==> src/hw/bcc_pkg.sv <==
// Buck converter register bank: shared constants and carrier types
package bcc_pkg;

  // Paged register space location
  localparam logic [7:0] SFR_PAGE      = 8'h02;
  localparam logic [7:0] ADDR_CONFIG   = 8'hb2;
  localparam logic [7:0] ADDR_MODE     = 8'hb3;
  localparam logic [7:0] READ_UNMAPPED = 8'h00;

  // Reset values
  localparam logic [7:0] CONFIG_RESET  = 8'h0b;
  localparam logic [7:0] MODE_RESET    = 8'h42;

  // Configuration field positions
  localparam int CFG_BYPASS_BIT = 7;
  localparam int CFG_VSEL_HI    = 6;
  localparam int CFG_VSEL_LO    = 3;
  localparam int CFG_OSC_BIT    = 2;
  localparam int CFG_SW_HI      = 1;
  localparam int CFG_SW_LO      = 0;

  // Mode field positions and fixed reserved bits
  localparam int MODE_RSV_HI_BIT = 7;
  localparam int MODE_ILIM_HI    = 6;
  localparam int MODE_ILIM_LO    = 4;
  localparam int MODE_FORCED_BIT = 3;
  localparam int MODE_AUTO_BIT   = 2;
  localparam int MODE_RSV_LO_BIT = 1;
  localparam int MODE_EN_BIT     = 0;
  localparam logic MODE_RSV_HI_VAL = 1'b0;
  localparam logic MODE_RSV_LO_VAL = 1'b1;

  // Switch size and peak current codes
  localparam logic [1:0] SW_MIN   = 2'b00;
  localparam logic [1:0] SW_MAX   = 2'b11;
  localparam logic [2:0] ILIM_MIN = 3'h1;
  localparam logic [2:0] ILIM_MAX = 3'h5;

  // Target voltage map, in millivolts
  localparam logic [3:0]  VSEL_LINEAR_MAX = 4'hd;
  localparam logic [3:0]  VSEL_CODE_3V3   = 4'he;
  localparam logic [11:0] MV_BASE         = 12'h708;
  localparam logic [11:0] MV_STEP         = 12'h064;
  localparam logic [11:0] MV_3V3          = 12'hce4;
  localparam logic [11:0] MV_3V5          = 12'hdac;

  // Peak current map, in milliamps
  localparam logic [9:0] MA_STEP = 10'h064;
  localparam logic [9:0] MA_NONE = 10'h000;

  typedef struct packed {
    logic [7:0] page;
    logic [7:0] addr;
    logic       wr;
    logic       rd;
    logic [7:0] wdata;
  } bcc_sfr_req_type;

  typedef struct packed {
    logic [3:0] vsel;
    logic       osc_disable;
    logic [1:0] swsel;
  } bcc_cfg_type;

  typedef struct packed {
    logic [2:0] ilim;
    logic       forced;
    logic       autob;
    logic       enable;
  } bcc_mode_type;

endpackage

==> src/hw/bcc_decode.sv <==
// Decodes voltage and current codes into millivolts and milliamps
`timescale 1ns/1ps
module bcc_decode (
  input  wire logic [3:0]  vsel,
  input  wire logic [2:0]  ilim,
  output logic      [11:0] target_mv,
  output logic      [9:0]  limit_ma
);

  localparam logic [11:0] MV_PLACEHOLDER = 12'h000;

  function automatic logic [11:0] vsel_to_mv(input logic [3:0] code);
    logic [11:0] mv;
    mv = MV_PLACEHOLDER;
    if (code <= bcc_pkg::VSEL_LINEAR_MAX) begin
      mv = 12'(bcc_pkg::MV_BASE + bcc_pkg::MV_STEP * {8'h00, code});
    end else if (code == bcc_pkg::VSEL_CODE_3V3) begin
      mv = bcc_pkg::MV_3V3;
    end else begin
      mv = bcc_pkg::MV_3V5;
    end
    return mv;
  endfunction

  // Reserved codes report no limit
  function automatic logic [9:0] ilim_to_ma(input logic [2:0] code);
    logic [9:0] ma;
    ma = bcc_pkg::MA_NONE;
    if (code >= bcc_pkg::ILIM_MIN && code <= bcc_pkg::ILIM_MAX) begin
      ma = 10'(bcc_pkg::MA_STEP * ({7'h00, code} + 10'h001));
    end
    return ma;
  endfunction

  always_comb begin
    target_mv = vsel_to_mv(vsel);
    limit_ma  = ilim_to_ma(ilim);
  end

endmodule

==> src/hw/bcc_regs.sv <==
// Buck converter configuration and mode registers in paged SFR space
`timescale 1ns/1ps
// Behaviour
// - Configuration bit 7 is read-only and shows 1 while the bypass switch is closed.
// - Configuration bits 6:3 select the target, 0000 is 1.8 V, 0001 is 1.9 V, 0111 is 2.5 V.
// - Codes 1000 to 1101 give 2.6 V to 3.1 V, 1110 gives 3.3 V and 1111 gives 3.5 V.
// - Configuration bit 2 set to 1 disables the converter's local oscillator.
// - Bits 1:0 pick minimum (00) or maximum (11) switches, 01 and 10 are reserved, reset 11.
// - Mode bits 6:4 limit peak current, 001 is 200 mA rising by 100 mA to 600 mA at 101.
// - Mode bit 3 enables forced bypass.
// - Mode bit 2 enables automatic bypass.
// - Mode bit 0 turns the converter on.
module bcc_regs (
  input  wire logic                     clk,
  input  wire logic                     rst,
  input  wire bcc_pkg::bcc_sfr_req_type sfr_req,
  output logic      [7:0]               sfr_rdata,
  output logic                          sfr_rvalid,
  input  wire logic                     bypass_switch_closed,
  output logic                          converter_enable,
  output logic                          forced_bypass_enable,
  output logic                          automatic_bypass_enable,
  output logic      [2:0]               peak_current_limit,
  output logic      [3:0]               output_voltage_select,
  output logic                          oscillator_disable,
  output logic      [1:0]               switch_size_select,
  output logic      [11:0]              target_mv,
  output logic      [9:0]               current_limit_ma
);

  bcc_pkg::bcc_cfg_type  cfg_ff;
  bcc_pkg::bcc_cfg_type  nxt_cfg;
  bcc_pkg::bcc_mode_type mode_ff;
  bcc_pkg::bcc_mode_type nxt_mode;
  logic [7:0]            rdata_ff;
  logic [7:0]            nxt_rdata;
  logic                  rvalid_ff;
  logic                  nxt_rvalid;
  logic [11:0]           mv_ff;
  logic [11:0]           nxt_mv;
  logic [9:0]            ma_ff;
  logic [9:0]            nxt_ma;
  logic                  bypass_sync;
  logic                  hit_page;
  logic                  wr_cfg;
  logic                  wr_mode;
  logic                  rd_cfg;
  logic                  rd_mode;
  logic [1:0]            wr_sw;
  logic [2:0]            wr_ilim;
  logic [7:0]            cfg_view;
  logic [7:0]            mode_view;
  logic [11:0]           dec_mv;
  logic [9:0]            dec_ma;

  // Pin comes from the analogue side, so synchronise first
  // indicator from pin
  bcc_sync u_bypass_sync (
    .clk      (clk),
    .rst      (rst),
    .async_in (bypass_switch_closed),
    .sync_out (bypass_sync)
  );

  bcc_decode u_decode (
    .vsel      (cfg_ff.vsel),
    .ilim      (mode_ff.ilim),
    .target_mv (dec_mv),
    .limit_ma  (dec_ma)
  );

  always_comb begin
    hit_page = (sfr_req.page == bcc_pkg::SFR_PAGE);
    wr_cfg   = hit_page && sfr_req.wr && (sfr_req.addr == bcc_pkg::ADDR_CONFIG);
    wr_mode  = hit_page && sfr_req.wr && (sfr_req.addr == bcc_pkg::ADDR_MODE);
    rd_cfg   = hit_page && sfr_req.rd && (sfr_req.addr == bcc_pkg::ADDR_CONFIG);
    rd_mode  = hit_page && sfr_req.rd && (sfr_req.addr == bcc_pkg::ADDR_MODE);
    wr_sw    = sfr_req.wdata[bcc_pkg::CFG_SW_HI:bcc_pkg::CFG_SW_LO];
    wr_ilim  = sfr_req.wdata[bcc_pkg::MODE_ILIM_HI:bcc_pkg::MODE_ILIM_LO];
  end

  always_comb begin
    cfg_view = {bypass_sync, cfg_ff.vsel, cfg_ff.osc_disable, cfg_ff.swsel};
    mode_view = {bcc_pkg::MODE_RSV_HI_VAL, mode_ff.ilim, mode_ff.forced,
                 mode_ff.autob, bcc_pkg::MODE_RSV_LO_VAL, mode_ff.enable};
  end

  // Register update
  always_comb begin
    nxt_cfg  = cfg_ff;
    nxt_mode = mode_ff;
    if (wr_cfg) begin
      nxt_cfg.vsel        = sfr_req.wdata[bcc_pkg::CFG_VSEL_HI:bcc_pkg::CFG_VSEL_LO];
      nxt_cfg.osc_disable = sfr_req.wdata[bcc_pkg::CFG_OSC_BIT];
      // reserved sizes never reach the switches
      if (wr_sw == bcc_pkg::SW_MIN || wr_sw == bcc_pkg::SW_MAX) begin
        nxt_cfg.swsel = wr_sw;
      end
    end
    if (wr_mode) begin
      // reserved limits keep the last legal code
      if (wr_ilim >= bcc_pkg::ILIM_MIN && wr_ilim <= bcc_pkg::ILIM_MAX) begin
        nxt_mode.ilim = wr_ilim;
      end
      nxt_mode.forced = sfr_req.wdata[bcc_pkg::MODE_FORCED_BIT];
      nxt_mode.autob  = sfr_req.wdata[bcc_pkg::MODE_AUTO_BIT];
      nxt_mode.enable = sfr_req.wdata[bcc_pkg::MODE_EN_BIT];
    end
  end

  // Read port, data valid the cycle after the strobe
  always_comb begin
    nxt_rvalid = sfr_req.rd;
    nxt_rdata  = rdata_ff;
    if (rd_cfg) begin
      nxt_rdata = cfg_view;
    end else if (rd_mode) begin
      // bit 7 reads zero and bit 1 reads one
      nxt_rdata = mode_view;
    end else if (sfr_req.rd) begin
      nxt_rdata = bcc_pkg::READ_UNMAPPED;
    end
  end

  // decoded targets registered for clean outputs
  always_comb begin
    nxt_mv = dec_mv;
    nxt_ma = dec_ma;
  end

  always_ff @(posedge clk or posedge rst) begin
    if (rst) begin
      cfg_ff    <= bcc_pkg::bcc_cfg_type'(bcc_pkg::CONFIG_RESET[bcc_pkg::CFG_VSEL_HI:0]);
      mode_ff   <= '{ilim:   bcc_pkg::MODE_RESET[bcc_pkg::MODE_ILIM_HI:bcc_pkg::MODE_ILIM_LO],
                     forced: bcc_pkg::MODE_RESET[bcc_pkg::MODE_FORCED_BIT],
                     autob:  bcc_pkg::MODE_RESET[bcc_pkg::MODE_AUTO_BIT],
                     enable: bcc_pkg::MODE_RESET[bcc_pkg::MODE_EN_BIT]};
      rdata_ff  <= bcc_pkg::READ_UNMAPPED;
      rvalid_ff <= 1'b0;
      mv_ff     <= bcc_pkg::MV_BASE;
      ma_ff     <= bcc_pkg::MA_NONE;
    end else begin
      cfg_ff    <= nxt_cfg;
      mode_ff   <= nxt_mode;
      rdata_ff  <= nxt_rdata;
      rvalid_ff <= nxt_rvalid;
      mv_ff     <= nxt_mv;
      ma_ff     <= nxt_ma;
    end
  end

  assign sfr_rdata               = rdata_ff;
  assign sfr_rvalid              = rvalid_ff;
  assign converter_enable        = mode_ff.enable;
  assign forced_bypass_enable    = mode_ff.forced;
  assign automatic_bypass_enable = mode_ff.autob;
  assign peak_current_limit      = mode_ff.ilim;
  assign output_voltage_select   = cfg_ff.vsel;
  assign oscillator_disable      = cfg_ff.osc_disable;
  assign switch_size_select      = cfg_ff.swsel;
  assign target_mv               = mv_ff;
  assign current_limit_ma        = ma_ff;
endmodule

==> src/hw/bcc_sync.sv <==
// Two-stage synchroniser for the bypass switch status level
`timescale 1ns/1ps
module bcc_sync (
  input  wire logic clk,
  input  wire logic rst,
  input  wire logic async_in,
  output logic      sync_out
);

  logic meta_ff;
  logic nxt_meta;
  logic sync_ff;
  logic nxt_sync;

  // First stage feeds only the second
  always_comb begin
    nxt_meta = async_in;
    nxt_sync = meta_ff;
  end

  always_ff @(posedge clk or posedge rst) begin
    if (rst) begin
      meta_ff <= 1'b0;
      sync_ff <= 1'b0;
    end else begin
      meta_ff <= nxt_meta;
      sync_ff <= nxt_sync;
    end
  end

  assign sync_out = sync_ff;

endmodule

==> config.mk <==
export PLATFORM = sky130hd
export DESIGN_NAME = bcc_regs
export DESIGN_NICKNAME = d
export VERILOG_FILES = /design/src/hw/bcc_pkg.sv /design/src/hw/bcc_decode.sv /design/src/hw/bcc_regs.sv /design/src/hw/bcc_sync.sv
export SDC_FILE = /design/constraint.sdc
export NUM_CORES = 1
export LEC_CHECK = 0
export ABC_AREA = 1
export BUFFER_PORTS_ARGS = -buffer_cell sky130_fd_sc_hd__buf_4
export CORE_MARGIN = 2
export CORE_UTILIZATION = 40
export CTS_CLUSTER_DIAMETER = 120
export DETAILED_ROUTE_END_ITERATION = 6
export SLEW_MARGIN = 5
export SYNTH_ARGS = -nofsm -noshare
export SYNTH_HDL_FRONTEND = slang
export SYNTH_SLANG_ARGS = --single-unit
==> constraint.sdc <==
create_clock -name clk -period 3.3 [get_ports clk]
set_clock_uncertainty 0.2 [all_clocks]
set_input_delay 0.165 -clock clk [delete_from_list [all_inputs] [get_ports clk]]
set_output_delay 0.165 -clock clk [all_outputs]
set_load 0.02 [all_outputs]
---- Yosys cells after proc, flatten, opt, wreduce, memory -nomap -nowiden ----
Cells that the tools add are included.
word-level totals
  logic and storage cells ................. 46
  input bits .............................. 29
  memories kept ........................... 0
  bits in latches ......................... 0
  bits in writable memories ............... 0
  flip-flop bits (word level) ............. 46
  ROM bits ................................ 0
  output and inout bits ................... 44
operators by class
  bitwise gates (word level) .............. 0
  divide/modulo/power cells ............... 0
  $mul .................................... 2
  shifts and indexed selects .............. 0
  multiplexer cells ....................... 6
  reduce and logical (&&, ||, !) cells .... 13
  $add $sub $neg .......................... 2
  magnitude comparators ................... 5
  equal/unequal tests ..................... 5
operators with widths
  cell                    count
  $mux 8                  3
  $eq 8x8->1 const B      2
  $add 11x11->12 const A  1
  $mux 12                 1
  $mul 5x10->8 const A    1
  $mux 10                 1
  $mul 5x4->9 const A     1
  $mux 9                  1
  $eq 8x2->1 const B      1
  $logic_and 1x1->1       8
  $ge 3x1->1 const B      2
  $le 3x3->1 const B      2
  $add 3x1->4 const B     1
  $eq 4x4->1 const B      1
  $le 4x4->1 const B      1
  $reduce_and 2->1        2
  $reduce_bool 3->1       1
  $eq 2x2->1 const B      1
  $logic_not 2->1         1
  $logic_or 1x1->1        1

---- Longest topological paths before layout ----
  word-level depth ........................ 5
  depth in mapped cells ................... 13
  mapped depth without buffers ............ 13

---- Hierarchy ----
A second synthesis with hierarchy kept.
second synthesis, totals
  cell total of the unflattened synthesis .. 293
  area, all modules ....................... 2,567.5 um^2
modules (own cells, without submodules)
  module      area an instance (um^2)  cells an instance  instances  seq. area each (um^2)
  bcc_regs    1,680.4                  151                1          1,111.1
  bcc_decode  833.3                    139                1          0.0
  bcc_sync    53.8                     3                  1          50.0

---- Least setup slack after synthesis ----
Ideal clock, no wire load.
  kind .................................... reg-to-reg
  start ................................... register cfg_ff, in the netlist output_voltage_select[0]
  end ..................................... register mv_ff[11], in the netlist target_mv[11]
  required time ........................... 2,976 ps
  path slack .............................. 731 ps
  arrival time ............................ 2,245 ps
  setup time .............................. 124 ps
  cell stages (with the launch flop) ...... 10
  period minus slack after synthesis ...... 2,569 ps
  buffers on the path ..................... 0
  cells stage by stage .................... dfstp_2 > inv_1 > ha_1 > ha_1 > fa_1 > xnor2_1 > inv_1 > nor2_1 > nand2_1 > or2_1
between the ends
  longest elaborated chain between the ends .. 3
  elaborated cells between the ends (all ways) .. 4
  those cells by class .................... 1 x add/sub; 1 x mul; 1 x order compare; 1 x mux
ends and longest elaborated chain
  what                    RTL line          source
  start, declared         bcc_regs.sv:31    bcc_pkg::bcc_cfg_type cfg_ff;
  start signal, assigned  bcc_regs.sv:133   cfg_ff <= bcc_pkg::bcc_cfg_type'(bcc_pkg::CONFIG_RESET[bcc_pkg::CFG_VSEL_HI:0]);
  start signal, assigned  bcc_regs.sv:143   cfg_ff <= nxt_cfg;
  $mul 5x4->9             bcc_decode.sv:16  mv = 12'(bcc_pkg::MV_BASE + bcc_pkg::MV_STEP * {8'h00, code});
  $add 11x11->12          bcc_decode.sv:16
  $mux 12 *               bcc_decode.sv:15  if (code <= bcc_pkg::VSEL_LINEAR_MAX) begin
  via dec_mv[11]          bcc_regs.sv:53    logic [11:0] dec_mv;
  end signal, assigned    bcc_regs.sv:140   mv_ff <= bcc_pkg::MV_BASE;
  end signal, assigned    bcc_regs.sv:147   mv_ff <= nxt_mv;
  end, declared           bcc_regs.sv:39    logic [11:0] mv_ff;
Mark *: on every way through the listed nets, which the timed path passes. The rest lies on a longest branch.
A chain may end at the register's enable or synchronous reset.

---- Worst setup path after layout ----
Same ends and word-level chain as after synthesis.

==> results_dict.tcl <==
set metrics [dict create \
    crit_chain "inv_1 > ha_1 > ha_1 > fa_1 > xnor2_1 > inv_1 > nor2_1 > nand2_1 > or2_1" \
    critPathLaunchType "flip-flop" \
    leakage_uw 0.001782 \
    vias_per_cell 4.699 \
    groute.usage.overall 0.1645 \
    grt_pass1_vias 1921 \
    cp_slowest_cell "dfstp_2" \
    final_nets 409 \
    fp.dieArea_mm2 0.006734 \
    p_clk_frac 0.400 \
    grt_pass1_wl_um 8562 \
    drc 0 \
    coreArea_mm2 0.005921 \
    antenna_found_initial 0 \
    seqPwrFrac 0.524 \
    vias 2044 \
    ctsResizeCount 0 \
    async_flop_share 1.000 \
    hpwlAfterDp_um 3890 \
    rows 28 \
    layout_commonest_cell "buf_4" \
    wl_per_cell_um 11.57 \
    syn2layout_area_growth_pct 31.26 \
    drive_gt1_frac 0.2889 \
    tightest_slew_ns 0.7872 \
    startpoint "output_voltage_select[0]$_DFFE_PP1P_" \
    hold_violations 0 \
    max_freq_mhz 369.4 \
    met1Wirelength_um 2204 \
    switchingPower_uw 208.6 \
    port_buffers 67 \
    h-tree-depth 2 \
    numCtsBuffers 5 \
    die_w_um 82.06 \
    final_util 0.5404 \
    crit_arrival_ns 2.68 \
    io_pins 73 \
    clk_latency_ns 0.29 \
    maxCapViolCount 0 \
    path_class "reg -> reg" \
    clk_path_buf_depth 2 \
    fin_crit_sh 0.8204 \
    sw_frac_of_total 0.2111 \
    critical_path.max_fanout 7 \
    synth_ff_type "dfrtp_1" \
    cts_tree "done" \
    grt_max_degree 22 \
    hp-class "in -> reg" \
    dr.pass1.iters 4 \
    gp_congestion 0.7960 \
    syn_area_per_cell_um2 8.799 \
    antenna_cells 0 \
    dp_cells 417 \
    maxUsedRoutingLayer "met4" \
    status "completed" \
    drtIter0Drc 53 \
    max_stage_delay_ns 0.61 \
    min_period_ns 2.707 \
    syn_inst 277 \
    r2r-start "output_voltage_select[0]$_DFFE_PP1P_" \
    ant_nets 0 \
    worstHoldStart "sfr_req[9]" \
    finalWirelength_um 5031 \
    yosysSeqAreaShare 0.4353 \
    yosysWarnings 0 \
    cp_num_buf_inv 2 \
    ys_ff_latch 42 \
    rsz0062_at_grt "no" \
    relSlewSlack 0.4746 \
    clk_pin_slew_ns 0.08 \
    final_cell_mix "69 x buf_4, 63 x nand2_1, 34 x dfrtp_1, 33 x inv_1, 32 x nand3_1" \
    root_buffer "clkbuf_8" \
    power_density_mw_per_mm2 308.8 \
    met2_length_um 2459 \
    end_kind "flip-flop" \
    mappedNetlistArea_mm2 0.002437 \
    cp_top_family "adder cells" \
    fin_setup_tns_ns 0 \
    synth_cell_types 31 \
    ir_drop_v 0.0002103 \
    setup_violations 0 \
    required_ns 3.27 \
    grt-ovfl-total 0 \
    synth-edff-count 0 \
    start_util 0.4117 \
    fin_cells 435 \
    holdWs_ns 0.01910 \
    p_int_uw 779.4 \
    die_h_um 82.06 \
    drv_slew 0 \
    combPwrFrac 0.077 \
    clock_sinks 42 \
    met3WireLength_um 311 \
]
==> timing repair <==
| action | in CTS | in global routing |
|---|---|---|
| hold buffers | 10 | 0 |
| endpoints found under the hold margin | 31 | 0 |
| buffers inserted | 0 | 0 |
==> final cells by class <==
type / count / area [µm²]
Clock buffer: 7 / 76.32
Timing Repair Buffer: 79 / 618.1
Multi-Input combinational cell: 195 / 1185
Fill cell: 582 / 2721
Clock inverter: 1 / 30.03
Inverter: 36 / 135.1
Sequential cell: 42 / 1061
Tap cell: 75 / 93.84
==> per-layer routing <==
metal	vias up	track usage
met5	-	0
met4	0	0.04500
met3	6	0.04286
met2	59	0.2805
met1	938	0.2054
li1	1041	-
==> cell usage after synthesis, types with 3 or more instances <==
cell type	count	area, µm²
nand2_1	63	236.5
dfrtp_1	34	850.8
inv_1	33	123.9
nand3_1	32	160.2
nor2_1	22	82.58
ha_1	20	250.2
nand4_1	12	75.07
dfstp_2	8	210.2
o21ai_0	6	30.03
buf_4	5	37.54
a21oi_1	4	20.02
nor2_4	4	45.04
o21ai_1	4	20.02
xnor2_1	4	35.03
buf_6	3	33.78
inv_2	3	11.26
nand2_2	3	18.77
==> worst paths after layout <==
check / cells after the start / slack, ns / to
hold / removal: 3 / 0.02 / automatic_bypass_enable$_DFFE_PP0P_
min in group asynchronous: 3 / 0.38 / sfr_rdata[0]$_DFFE_PP0P_
setup / recovery: 9 / 0.59 / target_mv[11]$_DFF_PP0_
max in group asynchronous: 4 / 1.77 / output_voltage_select[0]$_DFFE_PP1P_
setup reg to reg: 9 / 0.59 / target_mv[11]$_DFF_PP0_
hold reg to reg: 0 / 0.16 / u_bypass_sync.sync_out$_DFF_PP0_
==> stage by stage <==
stage | setup WS [ns] | cell area (µm²) | power [µW]
2_1_floorplan | 0.7307 | 2452 | 559.1
4_1_cts | 0.5682 | 3199 | 1002
3_3_place_gp | 0.6766 | 2993 | 593.6
6_report | 0.5928 | 3199 | 988.1
5_1_grt | 0.4135 | 3199 | 1035
3_5_place_dp | 0.5922 | 2993 | 594.3
==> logic make-up (layout without fill, tap and decap cells) <==
kind of cell	count (synthesis)	after routing	synth area share
buffers and inverters	44	123	0.08470
flip-flops	42	42	0.4353
XOR/XNOR	7	7	0.02824
AND/OR/NAND/NOR	145	145	0.2967
adder cells (fa/ha/maj)	21	21	0.1109
AO/OA/AOI/OAI	17	17	0.04261
other	1	5	0.001539
==> state kept, by name, summed over array words and instances (netlist names) <==
name	cells
automatic_bypass_enable	1
sfr_rvalid	1
forced_bypass_enable	1
peak_current_limit	3
converter_enable	1
switch_size_select	2
sfr_rdata	8
u_bypass_sync.sync_out	1
output_voltage_select	4
u_bypass_sync.meta_ff	1
target_mv	10
oscillator_disable	1
current_limit_ma	8
==> power groups by stage <==
stage / logic (µW) / registers [µW] / clock network [µW]
finish: 75.8 / 517 / 395
global route: 83.8 / 518 / 434
CTS: 76.7 / 517 / 408
detailed placement: 67.2 / 527 / 0
global placement: 66.5 / 527 / 0
floorplan: 31.0 / 528 / 0
==> worst register-to-register path, stage by stage, from the launching register on <==
cell,delay (ns)
dfstp_2,0.61
inv_1,0.10
ha_1,0.30
ha_1,0.23
fa_1,0.40
xnor2_1,0.26
inv_1,0.09
nor2_1,0.10
nand2_1,0.07
or2_1,0.22
(Power assumes the default switching activity.)
